<file path="src/logic/msc_pkg.sv">
/*
 * msc_pkg: constants shared by the motor status and control register block.
 * assumes: registers are reached by word index on a plain read/write port.
 */
package msc_pkg;
    // --------------------------------------------------------------
    // register indices (words step by two, not by four)
    // --------------------------------------------------------------
    localparam logic [7:0] IDX_SYS_STATUS = 8'hE4; // algorithm_status
    localparam logic [7:0] IDX_MOTOR_PARAMS = 8'hE6; // measured_motor_params
    localparam logic [7:0] IDX_MEAS_STATUS = 8'hE8; // param_measure_status
    localparam logic [7:0] IDX_DEV_CTRL = 8'hEA; // device_control
    localparam logic [7:0] IDX_CTRL_FAULT = 8'hE2; // controller fault status
    // --------------------------------------------------------------
    // control word field positions
    // --------------------------------------------------------------
    localparam int CTL_NVM_SAVE = 31; // nvm_save_request
    localparam int CTL_NVM_LOAD = 30; // nvm load request
    localparam int CTL_FLT_CLR = 29; // fault_clear
    localparam int CTL_RETRY_CLR = 28; // retry_count_clear
    localparam int CTL_ANG_HI = 19; // forced align angle msb
    localparam int CTL_ANG_LO = 11; // forced align angle lsb
    localparam int CTL_KICK = 10; // watchdog kick
    localparam int FLT_WDOG = 3; // watchdog fault bit in fault word
    localparam logic [31:0] RST_WORD = 32'h00000000; // reset of all words
    localparam logic [8:0] DEG_360 = 9'h168; // angle modulus
endpackage

</file>
<file path="src/logic/msc_nvm_if.sv">
/*
 * msc_nvm_if: request and busy lines between the bank and its nvm sequencer.
 * assumes: one clock domain.
 */
`timescale 1ns/1ps
interface msc_nvm_if;
    logic save_req; // one-cycle save request
    logic load_req; // one-cycle load request
    logic busy_save; // save in progress
    logic busy_load; // load in progress
    modport bank (output save_req, output load_req, input busy_save, input busy_load);
    modport seq (input save_req, input load_req, output busy_save, output busy_load);
endinterface

</file>
<file path="src/logic/msc_regs.sv">
/*
 * msc_regs: status and control register bank of the motor controller.
 * assumes: host port is a word-indexed single-cycle read/write port from the
 * serial front end on the same clock; status sources are on the same clock.
 */
// Notes on behaviour
// host leaves undefined offsets untouched
// voltage magnitude in status bits 31-16
// decoded speed command in bits 15-4
// bit 3 high once nvm copy done
// bit 2 high once host may control
// resistance, backemf, inductance bytes reported
// four measurement status bits 31-28
// measurement pwm frequency in bits 27-24
// bit 31 requests nvm save
// bit 30 requests nvm load
// bit 29 clears latched faults
// bit 28 clears retry counter
// align angle bits 19-11 modulo 360
// host kicks watchdog every interval
// device clears the kick bit itself
// all words reset to zero
// writes to read-only fields ignored
// source select picks word or configured angle
// align hold keeps align state
// watchdog expiry sets fault bit 3
`timescale 1ns/1ps
module msc_regs #(
    parameter int WDOG_W = 24 // watchdog counter width
) (
    input wire logic clk, // clock
    input wire logic srst, // sync reset, high
    input wire logic reg_wr, // write strobe
    input wire logic reg_rd, // read strobe
    input wire logic [7:0] reg_idx, // register index
    input wire logic [31:0] reg_wdata, // write data
    output logic [31:0] reg_rdata, // read data, registered
    output logic reg_rvalid, // read data valid pulse
    input wire logic [15:0] applied_voltage_magnitude, // voltage magnitude
    input wire logic [11:0] duty_command, // decoded speed command
    input wire logic init_complete_flag, // nvm copy finished
    input wire logic host_control_ready_flag, // defaults copied
    input wire logic [7:0] meas_resistance, // measured resistance
    input wire logic [7:0] measured_backemf_constant, // measured backemf
    input wire logic [7:0] meas_inductance, // measured inductance
    input wire logic [3:0] meas_status, // r,l,ke,mech status
    input wire logic [3:0] meas_pwm_frequency, // pwm select during ke
    input wire logic [WDOG_W-1:0] host_watchdog_interval, // cycles, 0 = off
    input wire logic serial_mode, // serial speed control active
    input wire logic nvm_done, // nvm operation finished
    input wire logic [8:0] cfg_align_deg, // configured align angle
    input wire logic align_angle_source_select, // 1 = control word angle
    input wire logic align_hold_en, // forced align enable
    input wire logic align_startup, // startup mode uses align
    input wire logic align_done, // align time elapsed
    output logic nvm_save_busy, // save running
    output logic nvm_load_busy, // load running
    output logic fault_clear, // fault clear pulse
    output logic retry_count_clear, // retry clear pulse
    output logic [8:0] align_deg, // applied align angle
    output logic align_exit, // leave align state
    output logic watchdog_fault // latched watchdog fault
);
    // ----------------------------------------------------------
    // state
    // ----------------------------------------------------------
    logic [31:0] st0_ff, st1_ff, st2_ff; // sampled status words
    logic [31:0] nxt_st0, nxt_st1, nxt_st2;
    logic [8:0] ang_ff, nxt_ang; // forced align angle field
    logic kick_ff, nxt_kick; // watchdog kick bit
    logic fclr_ff, nxt_fclr; // fault clear pulse
    logic rclr_ff, nxt_rclr; // retry clear pulse
    logic [WDOG_W-1:0] wd_ff, nxt_wd; // watchdog counter
    logic wdf_ff, nxt_wdf; // watchdog fault
    logic [31:0] rd_ff, nxt_rd; // read data
    logic rv_ff, nxt_rv; // read valid
    logic ctl_wr; // write to control word
    msc_nvm_if nv(); // nvm request link
    // ----------------------------------------------------------
    // nvm sequencer and angle selection
    // ----------------------------------------------------------
    msc_nvm_seq u_nvm (
        .clk(clk),
        .srst(srst),
        .nv(nv.seq),
        .nvm_done(nvm_done)
    );
    msc_angle_sel u_ang (
        .host_deg(ang_ff),
        .cfg_deg(cfg_align_deg),
        .src_sel(align_angle_source_select),
        .deg_out(align_deg)
    );
    assign ctl_wr = reg_wr && (reg_idx == msc_pkg::IDX_DEV_CTRL);
    assign nv.save_req = ctl_wr && reg_wdata[msc_pkg::CTL_NVM_SAVE];
    assign nv.load_req = ctl_wr && reg_wdata[msc_pkg::CTL_NVM_LOAD];
    // ----------------------------------------------------------
    // status sampling; writes never reach these words
    // ----------------------------------------------------------
    always_comb begin
        nxt_st0 = {applied_voltage_magnitude,
            duty_command,
            init_complete_flag,
            host_control_ready_flag,
            2'b00};
        nxt_st1 = {meas_resistance, measured_backemf_constant, meas_inductance, 8'h00};
        nxt_st2 = {meas_status, meas_pwm_frequency, 24'h000000};
    end
    always_ff @(posedge clk) begin
        if (srst) begin
            st0_ff <= msc_pkg::RST_WORD;
            st1_ff <= msc_pkg::RST_WORD;
            st2_ff <= msc_pkg::RST_WORD;
        end else begin
            st0_ff <= nxt_st0;
            st1_ff <= nxt_st1;
            st2_ff <= nxt_st2;
        end
    end
    // ----------------------------------------------------------
    // control word; reserved bits are not stored
    // ----------------------------------------------------------
    always_comb begin
        nxt_ang = ang_ff;
        nxt_kick = kick_ff;
        nxt_fclr = 1'b0;
        nxt_rclr = 1'b0;
        if (kick_ff) begin
            nxt_kick = 1'b0;
        end
        if (ctl_wr) begin
            nxt_ang = reg_wdata[msc_pkg::CTL_ANG_HI:msc_pkg::CTL_ANG_LO];
            nxt_kick = reg_wdata[msc_pkg::CTL_KICK];
            nxt_fclr = reg_wdata[msc_pkg::CTL_FLT_CLR];
            nxt_rclr = reg_wdata[msc_pkg::CTL_RETRY_CLR];
        end
    end
    always_ff @(posedge clk) begin
        if (srst) begin
            ang_ff <= 9'h000;
            kick_ff <= 1'b0;
            fclr_ff <= 1'b0;
            rclr_ff <= 1'b0;
        end else begin
            ang_ff <= nxt_ang;
            kick_ff <= nxt_kick;
            fclr_ff <= nxt_fclr;
            rclr_ff <= nxt_rclr;
        end
    end
    // ----------------------------------------------------------
    // host watchdog; expiry beats a same-cycle fault clear
    // ----------------------------------------------------------
    always_comb begin
        nxt_wd = wd_ff;
        nxt_wdf = wdf_ff;
        if (!serial_mode || host_watchdog_interval == '0 || kick_ff) begin
            nxt_wd = '0;
        end else if (wd_ff >= host_watchdog_interval - 1'b1) begin
            nxt_wd = '0;
        end else begin
            nxt_wd = wd_ff + 1'b1;
        end
        if (fclr_ff) begin
            nxt_wdf = 1'b0;
        end
        if (serial_mode && host_watchdog_interval != '0 && !kick_ff
            && wd_ff >= host_watchdog_interval - 1'b1) begin
            nxt_wdf = 1'b1;
        end
    end
    always_ff @(posedge clk) begin
        if (srst) begin
            wd_ff <= '0;
            wdf_ff <= 1'b0;
        end else begin
            wd_ff <= nxt_wd;
            wdf_ff <= nxt_wdf;
        end
    end
    // ----------------------------------------------------------
    // read mux; unmapped and reserved indices read zero
    // ----------------------------------------------------------
    always_comb begin
        nxt_rv = reg_rd;
        nxt_rd = rd_ff;
        if (reg_rd) begin
            unique case (reg_idx)
                msc_pkg::IDX_SYS_STATUS: nxt_rd = st0_ff;
                msc_pkg::IDX_MOTOR_PARAMS: nxt_rd = st1_ff;
                msc_pkg::IDX_MEAS_STATUS: nxt_rd = st2_ff;
                msc_pkg::IDX_DEV_CTRL: begin
                    nxt_rd = msc_pkg::RST_WORD;
                    nxt_rd[msc_pkg::CTL_NVM_SAVE] = nv.busy_save;
                    nxt_rd[msc_pkg::CTL_NVM_LOAD] = nv.busy_load;
                    nxt_rd[msc_pkg::CTL_KICK] = kick_ff;
                end
                msc_pkg::IDX_CTRL_FAULT: begin
                    nxt_rd = msc_pkg::RST_WORD;
                    nxt_rd[msc_pkg::FLT_WDOG] = wdf_ff;
                end
                default: nxt_rd = msc_pkg::RST_WORD;
            endcase
        end
    end
    always_ff @(posedge clk) begin
        if (srst) begin
            rd_ff <= msc_pkg::RST_WORD;
            rv_ff <= 1'b0;
        end else begin
            rd_ff <= nxt_rd;
            rv_ff <= nxt_rv;
        end
    end
    // ----------------------------------------------------------
    // outputs
    // ----------------------------------------------------------
    assign reg_rdata = rd_ff;
    assign reg_rvalid = rv_ff;
    assign nvm_save_busy = nv.busy_save;
    assign nvm_load_busy = nv.busy_load;
    assign fault_clear = fclr_ff;
    assign retry_count_clear = rclr_ff;
    assign watchdog_fault = wdf_ff;
    assign align_exit = align_done && !(align_hold_en && align_startup);
endmodule // msc_regs

</file>
<file path="src/logic/msc_nvm_seq.sv">
/*
 * msc_nvm_seq: holds busy for a save or load until the nvm port acknowledges.
 * assumes: nvm_done comes from logic on the same clock.
 */
`timescale 1ns/1ps
module msc_nvm_seq (
    input wire logic clk, // clock
    input wire logic srst, // sync reset, high
    msc_nvm_if.seq nv, // bank side
    input wire logic nvm_done // nvm operation finished
);
    logic sv_ff, ld_ff, nxt_sv, nxt_ld;
    // ----------------------------------------------------------
    // busy flags; the done pulse wins only over an old request
    // ----------------------------------------------------------
    always_comb begin
        nxt_sv = sv_ff;
        nxt_ld = ld_ff;
        if (nvm_done) begin
            nxt_sv = 1'b0;
            nxt_ld = 1'b0;
        end
        if (nv.save_req) begin
            nxt_sv = 1'b1;
        end
        if (nv.load_req) begin
            nxt_ld = 1'b1;
        end
    end
    always_ff @(posedge clk) begin
        if (srst) begin
            sv_ff <= 1'b0;
            ld_ff <= 1'b0;
        end else begin
            sv_ff <= nxt_sv;
            ld_ff <= nxt_ld;
        end
    end
    assign nv.busy_save = sv_ff;
    assign nv.busy_load = ld_ff;
endmodule // msc_nvm_seq

</file>
<file path="src/logic/msc_angle_sel.sv">
/*
 * msc_angle_sel: chooses and wraps the forced align angle.
 * assumes: configured angle already below 360.
 */
`timescale 1ns/1ps
module msc_angle_sel (
    input wire logic [8:0] host_deg, // angle from control word
    input wire logic [8:0] cfg_deg, // configured align angle
    input wire logic src_sel, // 1 selects the control word
    output logic [8:0] deg_out // applied angle
);
    logic [8:0] wrapped; // host angle modulo 360
    // ----------------------------------------------------------
    // 9 bits reach 511, so one subtraction is enough
    // ----------------------------------------------------------
    always_comb begin
        wrapped = (host_deg >= msc_pkg::DEG_360) ? host_deg - msc_pkg::DEG_360 : host_deg;
        deg_out = src_sel ? wrapped : cfg_deg;
    end
endmodule // msc_angle_sel

</file>
<file path="config.mk">
export PLATFORM = sky130hd
export DESIGN_NAME = msc_regs
export DESIGN_NICKNAME = d
export VERILOG_FILES = /design/src/logic/msc_pkg.sv /design/src/logic/msc_nvm_if.sv /design/src/logic/msc_regs.sv /design/src/logic/msc_nvm_seq.sv /design/src/logic/msc_angle_sel.sv
export SDC_FILE = /design/constraint.sdc
export NUM_CORES = 1
export LEC_CHECK = 0
export ABC_AREA = 1
export BUFFER_PORTS_ARGS = -buffer_cell sky130_fd_sc_hd__buf_2
export CORE_MARGIN = 3
export CORE_UTILIZATION = 50
export CTS_CLUSTER_DIAMETER = 40
export DETAILED_ROUTE_END_ITERATION = 16
export PLACE_DENSITY = 0.84
export SYNTH_ARGS = -nofsm -noshare
export SYNTH_HDL_FRONTEND = slang
export SYNTH_SLANG_ARGS = --single-unit
</file>
<file path="constraint.sdc">
create_clock -name clk -period 4.6 [get_ports clk]
set_input_delay 0.92 -clock clk [delete_from_list [all_inputs] [get_ports clk]]
set_output_delay 0.92 -clock clk [all_outputs]
set_load 0.1 [all_outputs]
</file>
==> reports/qor_table.md, run 1 <==
| Result | Reported |
|:---|:---|
| Clock-pin slew of the registers on the worst-case setup and hold paths | 0.06 ns |
| Clock Path Buffers | 2 |
| Post-route standard cell area excluding fillers | 0.00816 mm² |
| Sequential area share after synthesis | 0.396 |
| H-tree depth reported by CTS | 4 |
| Share of final-layout standard cells stronger than drive strength 1 | 0.238 |
| Die Width | 122 µm |
| Final count of hold timing violations | 0 |
| Die Span Y | 122 µm |
| Relative slew slack | 0.262 |
| Distinct cell type count after synthesis | 37 |
| Fin crit period | 3.61 ns |
| Area growth from synthesis to final layout | 22.2% |
| Result of the run | finished clean |
| Fraction of synthesized cell area in xor and xnor cells | 0.0524 |
| Sort of element at the end of the critical path | flip-flop |
| Floorplan core area | 0.0128 mm² |
| Dominant combinational cell family by area after synthesis | simple AND/OR/NAND/NOR gates |
| Compound-cell area share of the yosys netlist | 0.0656 |
| Critical Path RT | 4.88 ns |
| Setup violations, final | 0 |
| Top-Level Pins | 193 |
| Instance count of the mapped netlist | 927 |
| Critical setup path kind | input pin to flip-flop |
| Post-synth top area share | 0.396 |
| Filler cells | 1,137 |
| Area of all sequential standard cells | 0.00264 mm² |
| Mean post-synth cell area | 7.21 µm² |
| First drt pass iteration count | 5 |
| VDD IR max | 0.253 mV |
| Max-cap violations | 0 |
| Highest clock rate | 0.277 GHz |
| Via density per instance | 4.78 |
| CP Cell Sequence | buf_2 -> inv_1 -> ha_1 -> nand2_4 -> nor3_2 -> nand2_2 -> nor2_2 -> inv_2 -> o21ai_0 -> inv_1 -> ha_1 -> nand2_1 -> nor2_1 -> nand4_1 -> nor2_1 -> nand2_1 -> nand3_4 -> buf_4 -> nor2_1 |
| Number of nets with antenna violations after routing | 0 |
| Initial Util | 0.521 |
| Cell occurring most often along the worst timing path | nor2_1 |
| Total leakage power | 3.87 nW |
| Maximum number of pins on one net before global-route repair | 91 |
| Cell row count | 41 |
| Worst Tran Pin Value | 1.11 ns |
| Drc violations | 0 |
| Global-route wire length before repair | 25.7 mm |
| Worst hold slack | 0.450 ns |
| Clock tree from TritonCTS | yes |
| Nets@finish | 1,264 |
| Via Count | 6,113 |
| Number of antenna violations at the first check in global routing | 0 |
| Number of pins exceeding their max-slew limit in the final report | 0 |
| Simple-Gate Fraction of Synth Area | 0.336 |
| Synth Cell Area | 0.00668 mm² |
| Post-CTS Setup Inserts | 0 |
| Vias in the first global route | 5,534 |
| Setup repair after global routing missed its margin | no |
| CTS Root Buffer Type | clkbuf_16 |
| Final Skew | 0.00403 ns |
| Die area | 0.0148 mm² |
| Worst endpoint data arrival time | 3.89 ns |
| Pwr/cell area | 335 mW/mm² |
| Worst hold path type | flip-flop to flip-flop |
| HPWL after detailed placement | 12.2 mm |
| Largest delay contributor family on the critical path | simple AND/OR/NAND/NOR gates |
| Synth Warn # | 0 |
| Clock network latency to the later pin of the worst-skew pair | 0.42 ns |
| Power Total | 2.73 mW |
| WL per Instance | 12.7 µm |
| Peak per-stage delay on the critical path | 0.52 ns |
| Worst setup SP type | input pin |
| Gates resized, CTS repair | 0 |
| Leading cell types by total area after synthesis | dfxtp_1, nand2_1, nor2_1 |
| Final RePlAce weighted congestion | 0.833 |
| Fraction of synthesized area in multiplexers | 0 |
| Summed negative setup slack over all endpoints | 0 ns |
| Violation count after the first detailed-route iteration | 447 |
| Worst path buffer plus inverter count | 5 |
| Detailed-route wire length | 16.2 mm |
| Count of hold-fix buffers inserted at cts | 0 |
| Final global-route overflow total | 0 |
| Total area of multi-input combinational cells | 0.00338 mm² |
| Yosys top cell by area | dfxtp_1 |
| Maximum fanout along the worst path | 24 |
| Arithmetic-cell share of the synthesized area counting full adders, half adders and majority gates | 0.0506 |
| Number of CTS-inserted buffers | 17 |
| Input/output buffers | 172 |
| Clock sinks | 132 |
| Flip-flop and latch count after synthesis | 132 |
| Period utilisation layout | 0.785 |
| Total placed instance area | 0.00759 mm² |
| Library cell contributing the largest single delay on the critical path | buf_4 |
| Tot GR Track Use | 0.218 |
==> where the power goes <==
part | internal (mW) | switching [mW] | total (mW) | leakage [nW]
sequential | 1.18 | 0.00972 | 1.19 | 1.08
clock | 0.761 | 0.517 | 1.28 | 0.270
combinational | 0.0819 | 0.185 | 0.267 | 2.52
==> metrics by stage <==
step | util | worst slack [ns] | cells
floorplan | - | 0.416 | 928
global placement | 0.592 | 0.648 | 1245
detailed placement | 0.592 | 0.545 | 1245
CTS | 0.636 | 0.996 | 1277
global route | 0.636 | 0.717 | 1277
finish | 0.636 | 0.988 | 1278
==> worst paths after layout <==
| path | slack, ns | cells past startpoint | startpoint | to |
|---|---|---|---|---|
| worst max-delay path | 0.99 | 19 | host_watchdog_interval[0] | wd_ff[2] |
| worst min-delay path | 0.45 | 2 | st0_ff[5] | reg_rdata[5] |
| worst max register to register | 2.52 | 12 | wd_ff[0] | wd_ff[2] |
| worst min register to register | 0.45 | 2 | st0_ff[5] | reg_rdata[5] |
==> worst register-to-register path, delay by kind of cell, from the launching register on <==
kind | cells | cell delay [ns]
buffers and inverters | 2 | 0.63
flip-flops | 1 | 0.40
AND/OR/NAND/NOR | 9 | 0.64
adder cells (fa/ha/maj) | 1 | 0.29
==> area by class of cell <==
cell class / count / share of cell area
antenna: 1 / 0.000307
sequential: 132 / 0.324
clock inverter: 14 / 0.0156
multi-input combinational: 639 / 0.414
inverter: 127 / 0.0584
clock buffer: 18 / 0.0538
tap: 172 / 0.0264
timing repair buffer: 175 / 0.108
==> kinds of logic (layout without fill, tap and decap cells) <==
family                     Yosys count  after routing
xor gates and xnor gates            40             40
other                                1              3
AOI/OAI and AO/OA                   83             83
buffers and inverters              157            334
DFF                                132            132
adders and majority gates           27             27
and+or+nand+nor                    487            487
==> flip-flops by register name (all words and copies together) (netlist names), 8 cells and up <==
register   count
reg_rdata     30
st0_ff        30
st1_ff        24
wd_ff         24
ang_ff         9
st2_ff         8
==> cells in the final DEF, fill, tap and decap left out, types with 3 or more instances in the layout <==
master and count:
nand2_1 213, buf_2 172, nor2_1 140, dfxtp_1 132, inv_1 123, nand3_1 64, a21oi_1 49, ha_1 27
nor2_4 25, o21ai_0 25, xor2_1 24, clkbuf_16 17, xnor2_1 16, nand2_2 10, nor3_1 10, nor2_2 8
nand4_1 8, inv_6 4, clkinvlp_4 4, inv_2 3, nand3_2 3, clkinv_2 3, buf_4 3
==> cells in the mapped netlist <==
| cell | count |
|---|---|
| nor2_1 | 140 |
| buf_1 | 7 |
| a21o_1 | 2 |
| nor3_1 | 10 |
| nor2_4 | 25 |
| conb_1 | 1 |
| nand2_4 | 1 |
| clkbuf_1 | 7 |
| ha_1 | 27 |
| nor2_2 | 8 |
| buf_2 | 8 |
| dfxtp_1 | 132 |
| a21oi_1 | 49 |
| nor3_2 | 2 |
| inv_1 | 123 |
| o211ai_1 | 1 |
| nand4_1 | 8 |
| nand3_4 | 1 |
| nand3_2 | 3 |
| nand3b_1 | 1 |
| nor3_4 | 1 |
| a21boi_0 | 2 |
| nand2_1 | 213 |
| buf_12 | 2 |
| clkinv_1 | 1 |
| buf_6 | 3 |
| o21ai_1 | 1 |
| xor2_1 | 24 |
| xnor2_1 | 16 |
| nand2_2 | 10 |
| o21ai_2 | 1 |
| o21ai_0 | 25 |
| o21bai_1 | 1 |
| nand3_1 | 64 |
| buf_4 | 3 |
| inv_2 | 3 |
| a21oi_2 | 1 |
==> metal layers <==
layer | wire length (µm) | track usage | vias up
li1 | - | - | 3198
met1 | 7460 | 0.285 | 2706
met2 | 7520 | 0.357 | 183
met3 | 937 | 0.0474 | 26
met4 | 315 | 0.0798 | 0
met5 | 0 | 0 | -
(Power assumes the default switching activity.)
==> run 2: changes to the inputs <==
- ABC_AREA: 1 -> 0
- CORE_UTILIZATION: 50 -> 46
- clock period: 4.6 -> 3.3 ns (I/O delays scaled with it)
==> reports/qor_table.md, run 2 <==
| Result | Reported |
|:---|:---|
| First drt pass iteration count | 4 |
| Instance count of the mapped netlist | 619 |
| Internal Power | 3.00 mW |
| Net Sw Frac | 0.227 |
| Nets@finish | 1,002 |
| Detailed-route wire length | 15.7 mm |
| Pwr/cell area | 482 mW/mm² |
| Period utilisation layout | 1.02 |
| CP Cell Sequence | buf_6 -> or4_4 -> nor4_4 -> nand2_1 -> or3_1 -> xor2_1 -> ha_1 -> and3_4 -> a221o_1 -> o2bb2ai_2 -> o21bai_4 -> buf_6 -> buf_4 -> nor4_4 |
| Commonest cells after routing, fill and taps aside | buf_2, dfxtp_1, nor2b_1 |
| Highest clock rate | 0.298 GHz |
| Filler cells | 963 |
| Worst setup SP type | input pin |
| Maximum fanout along the worst path | 8 |
| Flip-flop and latch count after synthesis | 132 |
| Most common cell after layout, fill and taps aside | buf_2 |
| Power Total | 3.88 mW |
| Clock tree from TritonCTS | yes |
| Compound-cell area share of the yosys netlist | 0.122 |
| Pre-CTS setup slack | -0.542 ns |
| Via density per instance | 5.25 |
| VDD IR max | 0.380 mV |
| Leading cell types by count after synthesis | dfxtp_1, nor2b_1, nand2_1 |
| Part of the power in registers | 0.426 |
| Clock Path Buffers | 2 |
| Worst Tran Pin Value | 1.12 ns |
| Die area | 0.0140 mm² |
| Reg-to-Reg End | wd_ff[21] |
| Number of enable flip-flop cells after synthesis | 0 |
| Violations in the final reports | negative setup slack |
| Clock sinks | 132 |
| Mean post-synth cell area | 9.39 µm² |
| Count of hold-fix buffers inserted at cts | 0 |
| Final count of hold timing violations | 0 |
| Via Count | 5,307 |
| Most common flop cell mapped by yosys | dfxtp_1 |
| Share of final-layout standard cells stronger than drive strength 1 | 0.360 |
| Worst endpoint data arrival time | 3.67 ns |
| Fin crit period | 3.35 ns |
| Fraction of synthesized area in multiplexers | 0.0213 |
| Critical Path RT | 3.62 ns |
| Peak per-stage delay on the critical path | 0.55 ns |
| Number of antenna violations at the first check in global routing | 0 |
| Area growth from synthesis to final layout | 38.4% |
| Ant. Diodes | 0 |
| Yosys top cell by area | dfxtp_1 |
| Global-route wire length before repair | 24.6 mm |
| HPWL after detailed placement | 11.1 mm |
| Maximum number of pins on one net before global-route repair | 65 |
| Final RePlAce weighted congestion | 0.867 |
| Number of placed instances with taps included | 973 |
| Hold EP | reg_rdata[10] |
| Switching power of the nets | 0.878 mW |
| Final Skew | 0.0110 ns |
| Clock-pin slew of the registers on the worst-case setup and hold paths | 0.06 ns |
| Launch point of the worst hold path | reg_rdata[10] |
| Vias in the first global route | 5,169 |
| Number of pins exceeding their max-slew limit in the final report | 0 |
| Critical setup path kind | input pin to flip-flop |
| Worst path buffer plus inverter count | 3 |
| CTS Root Buffer Type | clkbuf_16 |
| Cell row count | 40 |
| Largest delay contributor family on the critical path | simple AND/OR/NAND/NOR gates |
| Cell count of the worst hold path | 2 |
| RR Startpoint | wd_ff[0] |
| Die Width | 118 µm |
| Fraction of synthesized cell area in xor and xnor cells | 0.0663 |
| Dominant combinational cell family by area after synthesis | simple AND/OR/NAND/NOR gates |
| Final global-route overflow total | 0 |
| Final Non-Filler Cells | 1,010 |
| H-tree depth reported by CTS | 4 |
| WL per Instance | 15.5 µm |
| Sort of element at the end of the critical path | flip-flop |
| Die Span Y | 118 µm |
| Arithmetic-cell share of the synthesized area counting full adders, half adders and majority gates | 0.0581 |
| Part of the total power dissipated in combinational logic | 0.085 |
| Violation count after the first detailed-route iteration | 338 |
| Relative slew slack | 0.255 |
| Tot GR Track Use | 0.215 |
| Number of CTS-inserted buffers | 17 |
| Total area of multi-input combinational cells | 0.00329 mm² |
| Distinct cell type count after synthesis | 59 |
| Setup repair after global routing missed its margin | yes |
| Area of all sequential standard cells | 0.00264 mm² |
| Top-Level Pins | 193 |
| Worst R2R Setup Slack | 0.89 ns |
| Clock power share | 0.489 |
| Library cell contributing the largest single delay on the critical path | or4_4 |
| Drc violations | 0 |
| Worst R2R Path Depth | 10 |
| Simple-Gate Fraction of Synth Area | 0.246 |
| Result of the run | finished with violations |
| Setup violations, final | 15 |
| Async set or reset register ratio after synthesis | 0 |
| Post-synth top area share | 0.455 |
| Total leakage power | 3.30 nW |
| Input/output buffers | 172 |
| Initial Util | 0.478 |
| Number of nets with antenna violations after routing | 0 |
| Synth Warn # | 0 |
| Worst Slack Setup Final | -0.0529 ns |
| Worst hold path type | flip-flop to flip-flop |
| Max-cap violations | 0 |
| Clock network latency to the later pin of the worst-skew pair | 0.41 ns |
| Most repeated cell in the gate-level netlist after synthesis | dfxtp_1 |
| Synth Cell Area | 0.00581 mm² |
| Floorplan core area | 0.0122 mm² |
| Sequential area share after synthesis | 0.455 |
| Leading cell types by total area after synthesis | dfxtp_1, nor2b_1, ha_1 |
## run 2: changes by cell type after synthesis, sizes merged, moves of 17 or more
cell,before,now
nand2,224,46
nor2,173,36
inv,126,9
nor2b,0,70
nand3,68,16
nor4,0,31
a21oi,50,26
a22oi,0,17
## run 2: power groups by stage
| stage | Combinational (mW) | Sequential, mW | Clock (mW) |
|---|---|---|---|
| finish | 0.329 | 1.65 | 1.90 |
| global route | 0.357 | 1.65 | 1.99 |
| CTS | 0.321 | 1.65 | 1.92 |
| detailed placement | 0.316 | 1.68 | 0 |
| global placement | 0.308 | 1.68 | 0 |
| floorplan | 0.177 | 1.69 | 0 |
## run 2: cell type report
class	count	share of cell area
clock inverter	12	0.0193
timing repair buffer	222	0.157
clock buffer	19	0.0563
sequential	132	0.329
tap	168	0.0261
inverter	9	0.00420
multi-input combinational	448	0.409
## run 2: kinds of logic after synthesis
| family | count (synthesis) |
|---|---|
| AO/OA/AOI/OAI | 109 |
| XOR/XNOR | 44 |
| adder cells (fa/ha/maj) | 27 |
| buffers and inverters | 40 |
| flip-flops | 132 |
| multiplexers | 12 |
| other | 1 |
| AND/OR/NAND/NOR | 254 |
## run 2: repair_timing
action                     in CTS  in global routing
cloned                          0                  0
setup buffers                   2                  5
pin swaps                       0                  8
resized for setup              15                 28
setup endpoints to repair      23                 28
## run 2: worst max-delay path by stage
stage                         startpoint   endpoint  slack (ns)  cells past startpoint
5_1_grt        host_watchdog_interval[0]  wd_ff[17]       -0.22                     13
3_5_place_dp   host_watchdog_interval[0]  wd_ff[18]       -0.54                     13
6_report       host_watchdog_interval[0]  wd_ff[21]       -0.05                     14
4_1_cts        host_watchdog_interval[0]  wd_ff[10]      -0.007                     13
3_3_place_gp   host_watchdog_interval[0]  wd_ff[23]       -0.41                     13
2_1_floorplan  host_watchdog_interval[0]  wd_ff[10]       -0.23                     12
## run 2: tightest hold or removal path, delay by kind of cell, from the launching register on
kind / cells / cell delay [ns]
simple gates: 1 / 0.04
compound gates: 1 / 0.05
flops: 1 / 0.32
## run 2: routing by layer
| layer | track usage | share of wire | vias to the layer above |
|---|---|---|---|
| li1 | - | - | 2610 |
| met3 | 0.0579 | 0.058 | 24 |
| met2 | 0.369 | 0.50 | 157 |
| met4 | 0.0854 | 0.020 | 0 |
| met1 | 0.256 | 0.42 | 2516 |
| met5 | 0 | 0 | - |
## run 2: stage by stage
stage                      util  hold WS (ns)  area, µm²  TNS [ns]
after floorplan               -         0.450       5870     -4.57
after global placement    0.586         0.429       7130     -9.63
after detailed placement  0.586         0.437       7130    -12.04
after CTS                 0.644         0.439       7840   -0.0220
after global routing      0.661         0.449       8040     -3.27
final                     0.661         0.445       8040    -0.236
